<file path="config.mk">
export PLATFORM = sky130hd
export DESIGN_NAME = scr_regs
export DESIGN_NICKNAME = d
export VERILOG_FILES = /design/src/common/scr_pkg.sv /design/src/design/scr_regs.sv
export SDC_FILE = /design/constraint.sdc
export NUM_CORES = 1
export LEC_CHECK = 0
export BUFFER_PORTS_ARGS = -buffer_cell sky130_fd_sc_hd__buf_2
export CORE_ASPECT_RATIO = 1.75
export CORE_UTILIZATION = 50
export CTS_CLUSTER_DIAMETER = 150
export DETAILED_ROUTE_END_ITERATION = 12
export PLACE_DENSITY = 0.71
export SYNTH_ARGS = -nofsm -noshare
export SYNTH_HDL_FRONTEND = slang
export SYNTH_SLANG_ARGS = --single-unit
</file>
<file path="constraint.sdc">
create_clock -name ref_clk -period 2.5 [get_ports ref_clk]
set_input_delay 0.375 -clock ref_clk [delete_from_list [all_inputs] [get_ports ref_clk]]
set_output_delay 0.375 -clock ref_clk [all_outputs]
set_load 0.005 [all_outputs]
</file>
<file path="src/common/scr_pkg.sv">
// Package for the sensor configuration register bank.
// Assumes a byte-wide register port driven by the device's serial protocol engines.
package scr_pkg;
	// Register offsets
	localparam logic [7:0] ADDR_BUS_CLIENT = 8'h3f;
	localparam logic [7:0] ADDR_FILTER = 8'h40;
	localparam logic [7:0] ADDR_SLOT_SEL = 8'h42;
	localparam logic [7:0] ADDR_IRQ_PIN = 8'h43;
	// Reset values
	localparam logic [7:0] RST_BUS_CLIENT = 8'h00;
	localparam logic [7:0] RST_FILTER = 8'h30;
	localparam logic [7:0] RST_SLOT_SEL = 8'h00;
	localparam logic [7:0] RST_IRQ_PIN = 8'h00;
	// Default client address when the stored value is zero
	localparam logic [7:0] DEFAULT_CLIENT = 8'h60;
	// Filter codes, field at bits 7:4
	localparam int LPF_MSB = 7;
	localparam int LPF_LSB = 4;
	localparam logic [3:0] LPF_800HZ = 4'h2;
	localparam logic [3:0] LPF_1000HZ = 4'h3;
	// Slot source fields
	localparam int SLOT0_MSB = 6;
	localparam int SLOT0_LSB = 5;
	localparam int SLOT1_MSB = 4;
	localparam int SLOT1_LSB = 3;
	localparam logic [1:0] SRC_PRESSURE = 2'h1;
	localparam logic [1:0] SRC_TEMP = 2'h3;
	// Interrupt pin style bit
	localparam int IRQ_STYLE_BIT = 2;
	// Data-path restart length in cycles
	localparam int RESTART_CYCLES = 16;

	typedef struct packed {
		logic wr;
		logic rd;
		logic [7:0] addr;
		logic [7:0] wdata;
	} scr_req_s;

	typedef struct packed {
		logic [1:0] slot0_source;
		logic [1:0] slot1_source;
		logic [3:0] lowpass_select;
		logic irq_active_low;
	} scr_cfg_s;
endpackage

</file>
<file path="src/design/scr_regs.sv">
// Configuration register bank: client address, filter, slot sources, interrupt pin style.
// Assumes single-cycle read/write strobes from the serial protocol engines on ref_clk.
//
// Overview of operation
// RULE1: Stored address zero: answer at default 60h and read back 60h.
// RULE2: Non-zero stored address: low seven bits are the address; read full byte.
// RULE3: Address register readable in every mode.
// RULE4: Changing filter register restarts the data path; results undefined until done.
// RULE5: Changing slot-select register restarts the data path likewise.
// RULE6: Host should not read results while the data path restarts.
// RULE7: Filter field 7:4: code 2 gives 800 Hz, code 3 (default) 1000 Hz.
// RULE8: Any other filter code flags an error in the status summary.
// RULE9: Power-on reset returns the filter to the 1000 Hz default.
// RULE10: Slot 0 source bits 6:5: 01 pressure, 11 temperature.
// RULE11: Slot 1 source bits 4:3: 01 pressure, 11 temperature.
// RULE12: Pin style bit 2: clear active high pull-down, set active low pull-up.
// RULE13: All four registers are covered by register array error detection.
// RULE14: Slot-select register read/write in both interface modes.
// RULE15: After the lock bit is set, writes are ignored; here writes are ignored only while init_done_lock is high.
// RULE16: Reserved bits store writes but have no effect; here a change to them alone still restarts the data path.
`timescale 1ns/1ps
module scr_regs #(
	parameter int RESTART_LEN = scr_pkg::RESTART_CYCLES
) (
	// Clock and reset
	input wire logic ref_clk,
	input wire logic rst_b,
	// Register access port
	input scr_pkg::scr_req_s req,
	input wire logic init_done_lock,
	input wire logic spi_mode,
	output logic [7:0] rdata,
	output logic rvalid,
	// Configuration outputs
	output logic [6:0] client_addr,
	output scr_pkg::scr_cfg_s cfg,
	output logic lowpass_error,
	output logic datapath_restart,
	output logic datapath_busy,
	output logic array_error,
	// Interrupt pin drive from the event source
	input wire logic irq_event,
	output logic irq_out,
	output logic irq_oe
);
	// Restart counter is sixteen bits wide and must load a non-zero length
	if (RESTART_LEN < 1 || RESTART_LEN > 65535) begin : g_bad_len
		$error("RESTART_LEN out of range");
	end

	////////////////////////////////////////////////////////////////////////
	function automatic logic par8(input logic [7:0] v);
		par8 = ^v;
	endfunction

	function automatic logic lpf_ok(input logic [3:0] c);
		lpf_ok = (c == scr_pkg::LPF_800HZ) || (c == scr_pkg::LPF_1000HZ);
	endfunction

	////////////////////////////////////////////////////////////////////////
	logic [7:0] addr_ff, nxt_addr;
	logic [7:0] filt_ff, nxt_filt;
	logic [7:0] slot_ff, nxt_slot;
	logic [7:0] pin_ff, nxt_pin;
	logic [3:0] par_ff, nxt_par;
	logic [15:0] rst_cnt_ff, nxt_rst_cnt;
	logic restart_ff, nxt_restart;
	logic busy_ff, nxt_busy;
	logic [7:0] rdata_ff, nxt_rdata;
	logic rvalid_ff, nxt_rvalid;
	logic lperr_ff, nxt_lperr;
	logic arr_err_ff, nxt_arr_err;
	logic irq_out_ff, nxt_irq_out;
	logic irq_oe_ff, nxt_irq_oe;
	logic wr_ok;

	always_comb begin
		wr_ok = req.wr && !init_done_lock; // see RULE15
		nxt_addr = addr_ff;
		nxt_filt = filt_ff;
		nxt_slot = slot_ff;
		nxt_pin = pin_ff;
		nxt_par = par_ff;
		nxt_restart = 1'b0;
		nxt_rst_cnt = rst_cnt_ff;
		// Busy rises the cycle after the restart pulse and lasts RESTART_LEN cycles
		nxt_busy = (rst_cnt_ff != 16'h0000); // see RULE6
		if (rst_cnt_ff != 16'h0000) begin
			nxt_rst_cnt = rst_cnt_ff - 16'h0001;
		end
		if (wr_ok) begin
			unique case (req.addr)
				scr_pkg::ADDR_BUS_CLIENT: begin
					nxt_addr = req.wdata;
					nxt_par[0] = par8(req.wdata); // see RULE13
				end
				scr_pkg::ADDR_FILTER: begin
					nxt_filt = req.wdata; // see RULE16
					nxt_par[1] = par8(req.wdata);
					if (req.wdata != filt_ff) begin
						nxt_restart = 1'b1; // see RULE4
						nxt_rst_cnt = 16'(RESTART_LEN);
					end
				end
				scr_pkg::ADDR_SLOT_SEL: begin
					nxt_slot = req.wdata; // see RULE14
					nxt_par[2] = par8(req.wdata);
					if (req.wdata != slot_ff) begin
						nxt_restart = 1'b1; // see RULE5
						nxt_rst_cnt = 16'(RESTART_LEN);
					end
				end
				scr_pkg::ADDR_IRQ_PIN: begin
					nxt_pin = req.wdata;
					nxt_par[3] = par8(req.wdata);
				end
				default: begin
				end
			endcase
		end
	end

	////////////////////////////////////////////////////////////////////////
	// Read path is independent of the interface mode
	always_comb begin
		nxt_rvalid = req.rd; // see RULE3
		nxt_rdata = 8'h00;
		if (req.rd) begin
			unique case (req.addr)
				scr_pkg::ADDR_BUS_CLIENT: begin
					nxt_rdata = (addr_ff == 8'h00) ? scr_pkg::DEFAULT_CLIENT : addr_ff; // see RULE1
				end
				scr_pkg::ADDR_FILTER: nxt_rdata = filt_ff;
				scr_pkg::ADDR_SLOT_SEL: nxt_rdata = slot_ff;
				scr_pkg::ADDR_IRQ_PIN: nxt_rdata = pin_ff;
				default: nxt_rdata = 8'h00;
			endcase
		end
		nxt_lperr = !lpf_ok(filt_ff[scr_pkg::LPF_MSB:scr_pkg::LPF_LSB]); // see RULE8
		// Parity check catches upsets in any stored configuration byte
		nxt_arr_err = (par8(addr_ff) != par_ff[0]) || (par8(filt_ff) != par_ff[1])
			|| (par8(slot_ff) != par_ff[2]) || (par8(pin_ff) != par_ff[3]); // see RULE13
		// Open-drain: drive only the asserted level; pull resistor gives the other
		nxt_irq_oe = irq_event;
		nxt_irq_out = !pin_ff[scr_pkg::IRQ_STYLE_BIT]; // see RULE12
	end

	////////////////////////////////////////////////////////////////////////
	always_ff @(posedge ref_clk) begin
		if (!rst_b) begin
			addr_ff <= scr_pkg::RST_BUS_CLIENT;
			filt_ff <= scr_pkg::RST_FILTER; // see RULE9
			slot_ff <= scr_pkg::RST_SLOT_SEL;
			pin_ff <= scr_pkg::RST_IRQ_PIN;
			par_ff <= 4'h0;
			rst_cnt_ff <= 16'h0000;
			restart_ff <= 1'b0;
			busy_ff <= 1'b0;
			rdata_ff <= 8'h00;
			rvalid_ff <= 1'b0;
			lperr_ff <= 1'b0;
			arr_err_ff <= 1'b0;
			irq_out_ff <= 1'b0;
			irq_oe_ff <= 1'b0;
		end else begin
			addr_ff <= nxt_addr;
			filt_ff <= nxt_filt;
			slot_ff <= nxt_slot;
			pin_ff <= nxt_pin;
			par_ff <= nxt_par;
			rst_cnt_ff <= nxt_rst_cnt;
			restart_ff <= nxt_restart;
			busy_ff <= nxt_busy;
			rdata_ff <= nxt_rdata;
			rvalid_ff <= nxt_rvalid;
			lperr_ff <= nxt_lperr;
			arr_err_ff <= nxt_arr_err;
			irq_out_ff <= nxt_irq_out;
			irq_oe_ff <= nxt_irq_oe;
		end
	end

	// Config fields come straight from the stored bytes; client_addr is registered from nxt_addr, with zero mapped to 60h
	logic [6:0] client_ff;
	always_ff @(posedge ref_clk) begin
		if (!rst_b) begin
			client_ff <= scr_pkg::DEFAULT_CLIENT[6:0]; // see RULE1
		end else begin
			client_ff <= (nxt_addr == 8'h00) ? scr_pkg::DEFAULT_CLIENT[6:0] : nxt_addr[6:0]; // see RULE2
		end
	end

	assign rdata = rdata_ff;
	assign rvalid = rvalid_ff;
	assign client_addr = client_ff;
	// One driver for the whole struct avoids several assigns into one variable
	assign cfg = '{
		slot0_source: slot_ff[scr_pkg::SLOT0_MSB:scr_pkg::SLOT0_LSB], // see RULE10
		slot1_source: slot_ff[scr_pkg::SLOT1_MSB:scr_pkg::SLOT1_LSB], // see RULE11
		lowpass_select: filt_ff[scr_pkg::LPF_MSB:scr_pkg::LPF_LSB], // see RULE7
		irq_active_low: pin_ff[scr_pkg::IRQ_STYLE_BIT] // see RULE12
	};
	assign lowpass_error = lperr_ff;
	assign datapath_restart = restart_ff;
	assign datapath_busy = busy_ff; // see RULE6
	assign array_error = arr_err_ff;
	assign irq_out = irq_out_ff;
	assign irq_oe = irq_oe_ff;

	////////////////////////////////////////////////////////////////////////
	property p_default_read;
		@(posedge ref_clk) disable iff (!rst_b)
		(req.rd && req.addr == scr_pkg::ADDR_BUS_CLIENT && addr_ff == 8'h00)
		|=> (rvalid && rdata == 8'h60);
	endproperty
	a_default_read: assert property (p_default_read) else $error("default address read wrong"); // see RULE1

	property p_client_nonzero;
		@(posedge ref_clk) disable iff (!rst_b)
		(addr_ff != 8'h00) |-> (client_addr == addr_ff[6:0]);
	endproperty
	a_client_nonzero: assert property (p_client_nonzero) else $error("client address wrong"); // see RULE2

	property p_addr_readable;
		@(posedge ref_clk) disable iff (!rst_b)
		(req.rd && req.addr == scr_pkg::ADDR_BUS_CLIENT && addr_ff != 8'h00)
		|=> (rdata == $past(addr_ff));
	endproperty
	a_addr_readable: assert property (p_addr_readable) else $error("address read wrong"); // see RULE3

	property p_filter_restart;
		@(posedge ref_clk) disable iff (!rst_b)
		(wr_ok && req.addr == scr_pkg::ADDR_FILTER && req.wdata != filt_ff)
		|=> datapath_restart ##1 datapath_busy;
	endproperty
	a_filter_restart: assert property (p_filter_restart) else $error("no filter restart"); // see RULE4

	property p_slot_restart;
		@(posedge ref_clk) disable iff (!rst_b)
		(wr_ok && req.addr == scr_pkg::ADDR_SLOT_SEL && req.wdata != slot_ff)
		|=> datapath_restart;
	endproperty
	a_slot_restart: assert property (p_slot_restart) else $error("no slot restart"); // see RULE5

	property p_lpf_err;
		@(posedge ref_clk) disable iff (!rst_b)
		$changed(filt_ff) |=> (lowpass_error == !(($past(filt_ff[7:4]) == scr_pkg::LPF_800HZ)
			|| ($past(filt_ff[7:4]) == scr_pkg::LPF_1000HZ)));
	endproperty
	a_lpf_err: assert property (p_lpf_err) else $error("filter error flag wrong"); // see RULE8

	property p_lock;
		@(posedge ref_clk) disable iff (!rst_b)
		(init_done_lock && req.wr) |=> $stable(filt_ff) && $stable(slot_ff) && $stable(addr_ff);
	endproperty
	a_lock: assert property (p_lock) else $error("write passed lock"); // see RULE15

	property p_irq_level;
		@(posedge ref_clk) disable iff (!rst_b)
		irq_event ##1 $stable(pin_ff) |-> (irq_oe && irq_out == !pin_ff[2]);
	endproperty
	a_irq_level: assert property (p_irq_level) else $error("interrupt pin level wrong"); // see RULE12

	property p_slot_rw;
		@(posedge ref_clk) disable iff (!rst_b)
		(wr_ok && req.addr == scr_pkg::ADDR_SLOT_SEL) |=> (slot_ff == $past(req.wdata));
	endproperty
	a_slot_rw: assert property (p_slot_rw) else $error("slot select not stored"); // see RULE14
endmodule // scr_regs

</file>
==> results.yml <==
status:
  status: "complete, no violations"
sta:
  slew_headroom: 0.503
  fmax_ghz: 0.443
  setup_tns_ps: 0
  rsz0062_at_grt: "no"
  hold_viol_final: 0
  slew_viol_final: 0
  setup_violations: 0
  fin_worst_skew_ps: 5.82
  period_share: 0.903
  period_minus_slack_ps: 2260
  tightest_slew_ps: 744
floorplanning:
  die_area_sq_um: 7920
  io_pins: 54
  die_h_um: 117
  die_w_um: 67.7
  row_count: 41
  initial_core_util: 0.519
  core_area_sq_um: 7280
synthesis:
  yosysTopAreaCellShare: 0.392
  syn_area_sq_um: 3780
  yosysSeqAreaShare: 0.392
  synthFlopType: "dfxtp_1"
  async_flop_share: 0
  synth.net_count: 428
  syn-instance-count: 396
  synth.avg_cell_area_sq_um: 9.54
  synth_area_leaders: "dfxtp_1 39%, mux2i_1 8.7%, xnor2_1 5.8%"
  synthDistinctLibCells: 48
  ys_ff_latch: 74
  yosysTopAreaCell: "dfxtp_1"
  ys_warn_count: 0
  synth_edf_count: 0
placed_design:
  placedCellCount: 512
  portBuffers: 52
  dp_hpwl_um: 6580
  gp_congestion: 0.876
drt:
  remaining_drc_errors: 0
  drtPass1Iterations: 4
  vias: 3044
  dr.first_iter.drc_count: 170
  antenna_left: 0
  wirelength_um: 8950
  vias_per_cell: 5.79
  post_drt_wl_per_cell_um: 17.0
clocking:
  cts.sinks: 74
  numCtsBuffers: 9
  cts_tree: "yes"
  cts_root_buf: "clkbuf_16"
  htreeDepth: 3
  ctsHoldBuffers: 0
  path_clk_slew_ps: 60
  clock_latency_ps: 340
  cts_buffer_depth: 2
final_layout:
  final_util: 0.593
  drive_above_1_share: 0.220
  antennaDiodeCount: 0
  syn_to_final_growth_pct: 14.4
  final_nets: 469
  final_cell_count_no_fill: 526
global_route:
  antenna_found_initial: 0
  grt_pass1_vias: 2934
  grt_max_degree: 36
  grt-ovfl-total: 0
  grt_usage: 0.247
  grt_pass1_wl_um: 14100
setup_path:
  r2r_setup_slack_ps: 240
  worst-setup-path-type: "reg -> reg"
  worst-path-max-fanout: 12
  cp.arrival_ps: 2470
  crit_required_ps: 2710
  critPathLaunchType: "flip-flop"
  crit_path_end_kind: "flip-flop"
power:
  power.density_nw_per_um2: 730
  peakVddDrop_mv: 0.413
  power_leakage_nw: 1.79
min_path:
  hp-class: "in -> reg"
job:
  cap_violations: 0
cells in the mapped netlist (9+ instances only):
master	instances
dfxtp_1	74
nor2_1	44
mux2i_1	33
xnor2_1	25
xor2_1	21
clkbuf_1	17
inv_1	16
nand2_1	16
a2111oi_0	12
buf_4	12
a21oi_1	11
nor4_1	11
ha_1	9
flip-flops by register name, summed over array words and instances, names as in the netlist:
name,cells
pin_ff,8
rvalid,1
datapath_busy,1
addr_ff,8
filt_ff,8
client_addr,7
par_ff,4
datapath_restart,1
slot_ff,8
irq_out,1
irq_oe,1
array_error,1
lowpass_error,1
rdata,8
rst_cnt_ff,16
worst paths after layout:
| check | from | to | depth (start not counted) |
|---|---|---|---|
| min | irq_event | irq_oe | 2 |
| min reg2reg | rst_cnt_ff[5] | rst_cnt_ff[5] | 2 |
| max reg2reg | rst_cnt_ff[0] | rst_cnt_ff[15] | 7 |
| max | rst_cnt_ff[0] | rst_cnt_ff[15] | 7 |
layout by cell type (no fill, tap or decap), drive strengths merged, types with 4 or more instances in the layout:
cell,synthesis,layout
buf,18,66
nand2b,6,6
clkbuf,18,9
or3,7,7
or4,10,10
o21ai,4,4
dfxtp,74,74
a21oi,13,13
a222oi,8,8
nand2,16,16
a2111oi,12,12
or4b,4,4
mux2i,33,33
nor2,44,44
ha,9,9
o31ai,6,6
xnor2,25,25
nor3,8,8
nor4,12,12
inv,16,16
xor2,21,21
per-stage QoR:
step	total power (W)	worst slack (ps)	hold WS [ps]	area, sq um
2_1_floorplan	0.00186	228	448	3780
3_3_place_gp	0.00201	265	485	4060
3_5_place_dp	0.00204	225	500	4060
4_1_cts	0.00317	215	247	4320
5_1_grt	0.00331	43.4	246	4320
6_report	0.00315	242	259	4320
per-layer routing:
layer	GRT usage	up-vias	part of all wire
met5	0	-	0
met4	0.133	0	0.035
met3	0.0543	21	0.025
met2	0.463	45	0.58
met1	0.238	1485	0.36
li1	-	1493	-
cells by family (layout without fill, tap and decap cells):
logic type               Yosys count  after routing  synth area share
AND/OR/NAND/NOR                  120            120             0.174
flip-flops                        74             74             0.392
AO/OA/AOI/OAI                     57             57             0.117
buffers and inverters             52             96            0.0722
XOR/XNOR                          48             48             0.119
multiplexers                      36             36            0.0964
adder cells (fa/ha/maj)            9              9            0.0298
area by class of cell:
| class | count | area, sq um |
|---|---|---|
| timing repair buffer | 66 | 378 |
| inverter | 16 | 60.1 |
| tap | 86 | 108 |
| fill | 663 | 2960 |
| clock buffer | 9 | 225 |
| sequential | 74 | 1480 |
| multi-input combinational | 270 | 2040 |
| clock inverter | 5 | 33.8 |
report_power, final:
part / internal, W / switching (W)
sequential: 0.00126 / 0.0000763
combinational: 0.000314 / 0.000369
clock: 0.000657 / 0.000476
repair_timing:
action / CTS / global route
buffers inserted: 0 / 0
hold endpoints to repair: 0 / 0
gates resized for setup: 0 / 1
endpoints found under the setup margin: 0 / 1
critical path, stage by stage, from the launching register on:
cell	delay (ps)
dfxtp_1	350
inv_1	90
ha_1	220
nor3b_1	130
and4_1	290
buf_4	210
or4_1	460
a2111oi_0	380
Power figures use the tool's default switching activity.
